**src/rtl/gpio_pin_irq_map.vh**
```
`ifndef GPIO_PIN_IRQ_MAP_VH
`define GPIO_PIN_IRQ_MAP_VH

////////////////////////////////////////////////////////////////////////////////
// register offsets on the 8-bit register port
`define ADDR_PORT0_IRQ_FLAGS    8'h89
`define ADDR_PORT1_IRQ_FLAGS    8'h8A
`define ADDR_PORT2_IRQ_FLAGS    8'h8B
`define ADDR_PORT_IRQ_CONTROL   8'h8C
`define ADDR_PORT1_IRQ_MASK     8'h8D
`define ADDR_PORT0_INPUT_MODE   8'h8F
`define ADDR_PORT2_INPUT_MODE   8'hF7
`define ADDR_EVENT_STATUS       8'hE0
`define ADDR_EVENT_MASK         8'hE1

////////////////////////////////////////////////////////////////////////////////
// port2_input_mode fields
`define P2INM_PULL_DIR2_BIT     7
`define P2INM_PULL_DIR1_BIT     6
`define P2INM_PULL_DIR0_BIT     5
`define P2INM_MODE_MSB          4
`define P2INM_WRITE_MASK        8'hFF
`define P2INM_RESET             8'h00

////////////////////////////////////////////////////////////////////////////////
// port_irq_control fields
`define CTRL_DRIVE_BIT          6
`define CTRL_P2_EN_BIT          5
`define CTRL_P0_HI_EN_BIT       4
`define CTRL_P0_LO_EN_BIT       3
`define CTRL_P2_EDGE_BIT        2
`define CTRL_P1_EDGE_BIT        1
`define CTRL_P0_EDGE_BIT        0
`define CTRL_WRITE_MASK         8'h7F
`define CTRL_RESET              8'h00

////////////////////////////////////////////////////////////////////////////////
// other reset values and widths
`define FLAGS_RESET             8'h00
`define P2_FLAGS_MASK           8'h1F
`define P0_MODE_RESET           8'h00
`define P1_IRQ_MASK_RESET       8'h00
`define EVENT_RESET             8'h00
`define EVENT_WRITE_MASK        8'h07
`define PORT2_PINS              5
`define ALL_PINS                21
`define PRIME_CYCLES            2'h3

`endif

```
**src/rtl/gpio_pin_irq.v**
```verilog
// Added by the designer: strobed register access.
`include "gpio_pin_irq_map.vh"

// Notes on behaviour
// - port2_input_mode bit 7 picks pull-up (0) or pull-down (1) for port 2.
// - port2_input_mode bit 6 picks pull-up (0) or pull-down (1) for port 1.
// - port2_input_mode bit 5 picks pull-up (0) or pull-down (1) for port 0.
// - bits 4:0 choose pulled (0) or tristate (1) per port 2 pin; reset zero.
// - a port 0 pin's pending request sets its flag; flags reset to zero.
// - a port 1 pin's pending request sets its flag; flags reset to zero.
// - port 2 pins 4:0 set flags; flag bits 7:5 read zero.
// - control bit 6 selects minimum (0) or maximum (1) output drive.
// - control bit 5 enables port 2 pin requests as a group.
// - control bit 4 enables port 0 pins 7:4 requests as a group.
// - control bit 3 enables port 0 pins 3:0 requests as a group.
// - control bit 2 picks rising (0) or falling (1) edge for port 2.
// - control bit 1 picks rising (0) or falling (1) edge for port 1.
// - control bit 0 picks rising (0) or falling (1) edge for port 0.
// - port 1 per-pin mask enables each pin's request; resets to zero.
// - each port 0 pin is pulled (0) or tristate (1), shared direction bit.
module gpio_pin_irq (
  // clock and reset
  input  wire       clk,
  input  wire       rst,
  // register port
  input  wire [7:0] addr,
  input  wire [7:0] wdata,
  input  wire       wr,
  input  wire       rd,
  output reg  [7:0] rdata,
  // pins from the pads
  input  wire [7:0] port0_pins,
  input  wire [7:0] port1_pins,
  input  wire [4:0] port2_pins,
  // pad configuration
  output wire [7:0] port0_pull_enable,
  output wire       port0_pull_direction,
  output wire       port1_pull_direction,
  output wire [4:0] port2_pull_enable,
  output wire       port2_pull_direction,
  output wire       pad_drive_strength_select,
  // interrupt requests
  output wire       port0_irq,
  output wire       port1_irq,
  output wire       port2_irq,
  output wire       irq
);

  ////////////////////////////////////////////////////////////////////////////////
  // software-visible state

  reg  [7:0] port2_input_mode;
  reg  [7:0] port_irq_control;
  reg  [7:0] port0_pin_input_mode;
  reg  [7:0] port1_pin_irq_mask;
  reg  [7:0] port0_pending_flags;
  reg  [7:0] port1_pending_flags;
  reg  [4:0] port2_pending_flags;
  reg  [7:0] event_status;
  reg  [7:0] event_mask;

  ////////////////////////////////////////////////////////////////////////////////
  // decoded strobes

  wire       wr_p0_flags = wr && (addr == `ADDR_PORT0_IRQ_FLAGS);
  wire       wr_p1_flags = wr && (addr == `ADDR_PORT1_IRQ_FLAGS);
  wire       wr_p2_flags = wr && (addr == `ADDR_PORT2_IRQ_FLAGS);
  wire       wr_control  = wr && (addr == `ADDR_PORT_IRQ_CONTROL);
  wire       wr_p1_mask  = wr && (addr == `ADDR_PORT1_IRQ_MASK);
  wire       wr_p0_mode  = wr && (addr == `ADDR_PORT0_INPUT_MODE);
  wire       wr_p2_mode  = wr && (addr == `ADDR_PORT2_INPUT_MODE);
  wire       wr_ev_mask  = wr && (addr == `ADDR_EVENT_MASK);
  wire       rd_ev_stat  = rd && (addr == `ADDR_EVENT_STATUS);

  ////////////////////////////////////////////////////////////////////////////////
  // configuration fields

  wire       port2_pull_dir   = port2_input_mode[`P2INM_PULL_DIR2_BIT];
  wire       port1_pull_dir   = port2_input_mode[`P2INM_PULL_DIR1_BIT];
  wire       port0_pull_dir   = port2_input_mode[`P2INM_PULL_DIR0_BIT];
  wire [4:0] port2_pin_input_mode = port2_input_mode[`P2INM_MODE_MSB:0];

  wire       port2_group_irq_enable = port_irq_control[`CTRL_P2_EN_BIT];
  wire       port0_upper_irq_enable = port_irq_control[`CTRL_P0_HI_EN_BIT];
  wire       port0_lower_irq_enable = port_irq_control[`CTRL_P0_LO_EN_BIT];
  wire       port2_edge_select      = port_irq_control[`CTRL_P2_EDGE_BIT];
  wire       port1_edge_select      = port_irq_control[`CTRL_P1_EDGE_BIT];
  wire       port0_edge_select      = port_irq_control[`CTRL_P0_EDGE_BIT];

  ////////////////////////////////////////////////////////////////////////////////
  // pad controls

  assign port2_pull_direction = port2_pull_dir;
  assign port1_pull_direction = port1_pull_dir;
  assign port0_pull_direction = port0_pull_dir;
  assign port2_pull_enable    = ~port2_pin_input_mode;
  assign port0_pull_enable    = ~port0_pin_input_mode;
  assign pad_drive_strength_select = port_irq_control[`CTRL_DRIVE_BIT];

  ////////////////////////////////////////////////////////////////////////////////
  // pin synchronisers and edge detection

  // all pins side by side: port2 high, port0 low
  wire [`ALL_PINS-1:0] pins_raw = {port2_pins, port1_pins, port0_pins};

  // per-pin falling-edge choice spread from the three port bits
  wire [`ALL_PINS-1:0] pin_falling = {{`PORT2_PINS{port2_edge_select}},
                                      {8{port1_edge_select}},
                                      {8{port0_edge_select}}};

  reg  [`ALL_PINS-1:0] pin_meta;
  reg  [`ALL_PINS-1:0] pin_sync;
  reg  [`ALL_PINS-1:0] pin_last;
  reg  [1:0]           prime_count;
  wire                 primed = (prime_count == `PRIME_CYCLES);
  wire [`ALL_PINS-1:0] pin_edge;

  // edges are ignored until the pipeline holds real pin levels, so a pin
  // already high at reset does not look like a rising edge
  always @(posedge clk or posedge rst) begin
    if (rst) begin
      prime_count <= 2'h0;
    end else if (!primed) begin
      prime_count <= prime_count + 2'h1;
    end
  end

  genvar i;
  generate
    for (i = 0; i < `ALL_PINS; i = i + 1) begin : g_pin
      always @(posedge clk or posedge rst) begin
        if (rst) begin
          pin_meta[i] <= 1'b0;
          pin_sync[i] <= 1'b0;
          pin_last[i] <= 1'b0;
        end else begin
          pin_meta[i] <= pins_raw[i];
          pin_sync[i] <= pin_meta[i];
          pin_last[i] <= pin_sync[i];
        end
      end
      // rising when the select bit is 0, falling when 1
      assign pin_edge[i] = primed &&
                           (pin_falling[i] ? (pin_last[i] & ~pin_sync[i])
                                           : (pin_sync[i] & ~pin_last[i]));
    end
  endgenerate

  wire [7:0] p0_edge = pin_edge[7:0];
  wire [7:0] p1_edge = pin_edge[15:8];
  wire [4:0] p2_edge = pin_edge[20:16];

  ////////////////////////////////////////////////////////////////////////////////
  // pending flags: hardware set wins over a software clear in the same cycle

  always @(posedge clk or posedge rst) begin
    if (rst) begin
      port0_pending_flags <= `FLAGS_RESET;
      port1_pending_flags <= `FLAGS_RESET;
      port2_pending_flags <= 5'h00;
    end else begin
      if (wr_p0_flags) begin
        port0_pending_flags <= (port0_pending_flags & wdata) | p0_edge;
      end else begin
        port0_pending_flags <= port0_pending_flags | p0_edge;
      end
      if (wr_p1_flags) begin
        port1_pending_flags <= (port1_pending_flags & wdata) | p1_edge;
      end else begin
        port1_pending_flags <= port1_pending_flags | p1_edge;
      end
      if (wr_p2_flags) begin
        port2_pending_flags <= (port2_pending_flags & wdata[4:0]) | p2_edge;
      end else begin
        port2_pending_flags <= port2_pending_flags | p2_edge;
      end
    end
  end

  ////////////////////////////////////////////////////////////////////////////////
  // group and per-pin enables gate the pending flags onto the port requests

  wire [7:0] port0_enable = {{4{port0_upper_irq_enable}},
                             {4{port0_lower_irq_enable}}};
  wire [7:0] port0_active = port0_pending_flags & port0_enable;
  wire [7:0] port1_active = port1_pending_flags & port1_pin_irq_mask;
  wire [4:0] port2_active = port2_pending_flags &
                            {`PORT2_PINS{port2_group_irq_enable}};

  // a flag may sit pending while disabled; enabling later raises the request
  assign port0_irq = |port0_active;
  assign port1_irq = |port1_active;
  assign port2_irq = |port2_active;

  // one event per port whenever an enabled pin takes a new edge
  wire [7:0] event_set = {5'h00,
                          |(p2_edge & {`PORT2_PINS{port2_group_irq_enable}}),
                          |(p1_edge & port1_pin_irq_mask),
                          |(p0_edge & port0_enable)};

  ////////////////////////////////////////////////////////////////////////////////
  // control registers

  always @(posedge clk or posedge rst) begin
    if (rst) begin
      port2_input_mode     <= `P2INM_RESET;
      port_irq_control     <= `CTRL_RESET;
      port0_pin_input_mode <= `P0_MODE_RESET;
      port1_pin_irq_mask   <= `P1_IRQ_MASK_RESET;
      event_mask           <= `EVENT_RESET;
    end else begin
      if (wr_p2_mode) begin
        port2_input_mode <= wdata & `P2INM_WRITE_MASK;
      end
      if (wr_control) begin
        port_irq_control <= wdata & `CTRL_WRITE_MASK;
      end
      if (wr_p0_mode) begin
        port0_pin_input_mode <= wdata;
      end
      if (wr_p1_mask) begin
        port1_pin_irq_mask <= wdata;
      end
      if (wr_ev_mask) begin
        event_mask <= wdata & `EVENT_WRITE_MASK;
      end
    end
  end

  ////////////////////////////////////////////////////////////////////////////////
  // event status: a read clears it, an event in the same cycle survives

  always @(posedge clk or posedge rst) begin
    if (rst) begin
      event_status <= `EVENT_RESET;
    end else if (rd_ev_stat) begin
      event_status <= event_set;
    end else begin
      event_status <= event_status | event_set;
    end
  end

  assign irq = |(event_status & event_mask);

  ////////////////////////////////////////////////////////////////////////////////
  // read data, one cycle after the strobe; unmapped offsets read zero

  reg [7:0] next_rdata;

  always @* begin
    next_rdata = 8'h00;
    case (addr)
      `ADDR_PORT0_IRQ_FLAGS:  next_rdata = port0_pending_flags;
      `ADDR_PORT1_IRQ_FLAGS:  next_rdata = port1_pending_flags;
      `ADDR_PORT2_IRQ_FLAGS:  next_rdata = {3'h0, port2_pending_flags};
      `ADDR_PORT_IRQ_CONTROL: next_rdata = port_irq_control;
      `ADDR_PORT1_IRQ_MASK:   next_rdata = port1_pin_irq_mask;
      `ADDR_PORT0_INPUT_MODE: next_rdata = port0_pin_input_mode;
      `ADDR_PORT2_INPUT_MODE: next_rdata = port2_input_mode;
      `ADDR_EVENT_STATUS:     next_rdata = event_status;
      `ADDR_EVENT_MASK:       next_rdata = event_mask;
      default:                next_rdata = 8'h00;
    endcase
  end

  // rdata only carries data in the cycle after a read; zero otherwise
  always @(posedge clk or posedge rst) begin
    if (rst) begin
      rdata <= 8'h00;
    end else if (rd) begin
      rdata <= next_rdata;
    end else begin
      rdata <= 8'h00;
    end
  end

endmodule // gpio_pin_irq

```
**config.mk**
```make
export PLATFORM = sky130hd
export DESIGN_NAME = gpio_pin_irq
export DESIGN_NICKNAME = d
export VERILOG_FILES = /design/src/rtl/gpio_pin_irq.v
export VERILOG_INCLUDE_DIRS = /design/src /design/src/rtl
export SDC_FILE = /design/constraint.sdc
export NUM_CORES = 1
export LEC_CHECK = 0
export BUFFER_PORTS_ARGS = -buffer_cell sky130_fd_sc_hd__buf_2
export CORE_ASPECT_RATIO = 0.9
export CORE_MARGIN = 2
export CORE_UTILIZATION = 56
export CTS_BUF_LIST = sky130_fd_sc_hd__clkbuf_16
export DETAILED_ROUTE_END_ITERATION = 10
export PLACE_DENSITY = 0.78
export SLEW_MARGIN = 20
export SYNTH_ARGS = -nofsm -noshare
export SYNTH_HDL_FRONTEND = slang
export SYNTH_SLANG_ARGS = --single-unit
```
**constraint.sdc**
```tcl
create_clock -name clk -period 11.6 [get_ports clk]
set_input_delay 0.58 -clock clk [delete_from_list [all_inputs] [get_ports clk]]
set_output_delay 0.58 -clock clk [all_outputs]
set_load 0.01 [all_outputs]
```
==> flow_summary.json <==
{
  "status": "complete, no violations",
  "path_cells": "ha_1 > nand2b_1 > nor3_1 > a31oi_1 > a41oi_1 > a221o_1",
  "p_leak_nw": 2.84,
  "avgSynthCellArea_um2": 11.5,
  "final_cell_mix": "dfrtp_1, buf_2, nand2_1",
  "synth_top_family_by_area": "simple AND/OR/NAND/NOR gates",
  "holdBufCountCts": 0,
  "gp_congestion": 0.906,
  "drtIter0Drc": 251,
  "gr-total-overflow": 0,
  "powerDensity_nw_per_um2": 173,
  "antenna_left": 0,
  "n_antenna_cell": 0,
  "clk_pin_slew_worst_paths_ns": 0.06,
  "netlist_instances": 458,
  "cts_made_buffers": 17,
  "ys_async_sr_fraction_pct": 100,
  "setup.worst_path.start_class": "flop",
  "avgViaCountPerCell": 5.87,
  "place_hpwl_mm": 8.55,
  "synth_seq_cells": 131,
  "syn_to_final_growth_pct": 20.0,
  "r2r_slack_ns": 9.29,
  "required_ns": 11.95,
  "wl_per_cell_um": 18.6,
  "post-route-util_pct": 69.5,
  "tns_ns": 0,
  "design.die.area_um2": 10200,
  "worstReg2RegStart": "prime_count[0]",
  "syn-cell-area_um2": 5280,
  "core_area_um2": 9130,
  "slowest_delay_ns": 0.76,
  "nets": 574,
  "grt.total_usage_pct": 26.3,
  "insertion_delay_ns": 0.41,
  "postCtsResizedCells": 0,
  "crit_type": "flop to flop",
  "drcViolationCount": 0,
  "post-cts-setup-buffer-count": 0,
  "start_util_pct": 57.9,
  "finClkSkew_ns": 0.00465,
  "wl_mm": 12.4,
  "grt_first_pass_wirelength_mm": 20.0,
  "synth_xor_xnor_area_share_pct": 0.166,
  "drt_pass1_iterations": 6,
  "synth_edf_count": 0,
  "slew_violations": 0,
  "drv_cap": 0,
  "ys_warn_count": 0,
  "min_period_ns": 2.31,
  "drive_above_1_share_pct": 25.9,
  "antenna_found_initial": 0,
  "critPathTopFamily": "adder cells",
  "yosys.cell_types.count": 53,
  "h-tree-depth": 4,
  "placed_cells": 634,
  "hold_path.class": "primary input to async pin",
  "cp-end-kind": "flop",
  "num_rows": 33,
  "dieHeight_um": 96.2,
  "synthSimpleGateAreaFrac_pct": 14.2,
  "via_count": 3916,
  "slowest_stage": "ha_1",
  "final_cells": 667,
  "cts_tree": "yes",
  "max_slew_margin_pct": 40.2,
  "period_share_pct": 19.9,
  "max_freq_mhz": 433,
  "tightest_slew_ns": 0.897,
  "grt_max_degree": 82,
  "clockBufferDepth": 2,
  "crit_buf_inv": 0,
  "yosys.area_share.adder_pct": 0.237,
  "grt_setup_unrepaired": "false",
  "irDropWorstVdd_mv": 0.177,
  "cp_max_fo": 23,
  "ys.flop_type": "dfrtp_1",
  "hold_violations": 0,
  "reg2reg_to": "event_status[0]",
  "worstSetupEndpoint": "event_status[0]",
  "synth_nets": 500,
  "grt_pass1_vias": 3942,
  "setup_violations": 0,
  "synth-compound-area-share_pct": 12.4,
  "cp.depth": 6,
  "yosysSeqAreaShare_pct": 62.0,
  "fin_hold_ws_ns": 0.253,
  "cts-root-buf": "clkbuf_16",
  "io_buffer_count": 69,
  "io_pins": 70,
  "critPathArrivalTime_ns": 2.65,
  "layout_commonest_cell": "dfrtp_1",
  "muxShareOfSynthArea_pct": 7.72,
  "cts_sinks": 131,
  "r2r_cells": 6,
  "startpoint": "prime_count[0]",
  "die_w_um": 106
}
==> sequential cells by signal, indices dropped and copies added, names as in the netlist, 5 cells and up <==
register              count
port2_pending_flags       5
port_irq_control          7
port0_pending_flags       8
pin_meta                 21
pin_last                 21
port1_pin_irq_mask        8
port0_pin_input_mode      8
port2_input_mode          8
pin_sync                 21
port1_pending_flags       8
rdata                     8
==> Yosys cell counts (2+ instances only) <==
cell type,number,area (um2)
dfrtp_1,131,3280
nand2_1,57,214
o21ai_0,46,230
mux2_2,28,315
inv_1,26,97.6
nor2_1,17,63.8
a21oi_1,16,80.1
a22oi_1,10,75.1
nand3_1,10,50.1
a31oi_1,9,56.3
nor3_1,9,45.0
o22ai_1,9,56.3
clkbuf_1,8,30.0
mux2i_1,7,70.1
nand2b_1,7,43.8
nand4_1,7,43.8
nor3b_1,7,52.6
buf_2,6,30.0
nor2b_1,6,37.5
a32oi_1,4,35.0
a21boi_0,2,15.0
a221o_1,2,20.0
a22o_1,2,17.5
and3_1,2,12.5
buf_4,2,15.0
==> layout make-up <==
class / count / area [um2]
flip-flops and latches: 131 / 3280
fillers: 673 / 2790
multi-input cells: 285 / 1830
clock buffers: 17 / 425
repair buffers: 71 / 380
clock inverters: 15 / 169
well taps: 122 / 153
inverters: 26 / 100
==> how the worst min path moves through the flow <==
stage / to / slack, ns / depth (start not counted)
floorplan: pin_sync[0] / 0.33 / 0
global placement: pin_sync[18] / 0.33 / 0
detailed placement: pin_sync[0] / 0.34 / 0
CTS: pin_meta[11] / 0.26 / 2
global route: pin_meta[13] / 0.25 / 1
finish: pin_meta[9] / 0.25 / 2
==> where the power goes <==
part           switching, W  internal (W)  total (W)
combinational     0.0000446     0.0000286  0.0000733
sequential        0.0000152      0.000477   0.000492
clock              0.000208      0.000323   0.000531
total              0.000268      0.000829    0.00110
==> layer usage <==
| layer | routed length, um | global-route usage [%] | up-vias |
|---|---|---|---|
| li1 | - | - | 1773 |
| met4 | 469 | 13.8 | 0 |
| met2 | 5880 | 42.1 | 182 |
| met3 | 962 | 6.09 | 37 |
| met5 | 0 | 0 | - |
| met1 | 5100 | 34.0 | 1924 |
==> through the flow <==
step           setup WS, ns  area (um2)  power [W]
6_report               9.29        6340    0.00110
5_1_grt                9.09        6340    0.00113
4_1_cts                9.34        6310    0.00110
3_5_place_dp           9.21        5720   0.000572
3_3_place_gp           9.27        5720   0.000569
2_1_floorplan          7.52        5280   0.000540
==> logic make-up after synthesis <==
logic type / count (synthesis)
fa+ha+maj: 1
xor+xnor: 1
flops: 131
compound gates: 108
buf+inv: 42
mux: 36
simple gates: 139
Note: power is estimated with default switching activity, not from simulation.
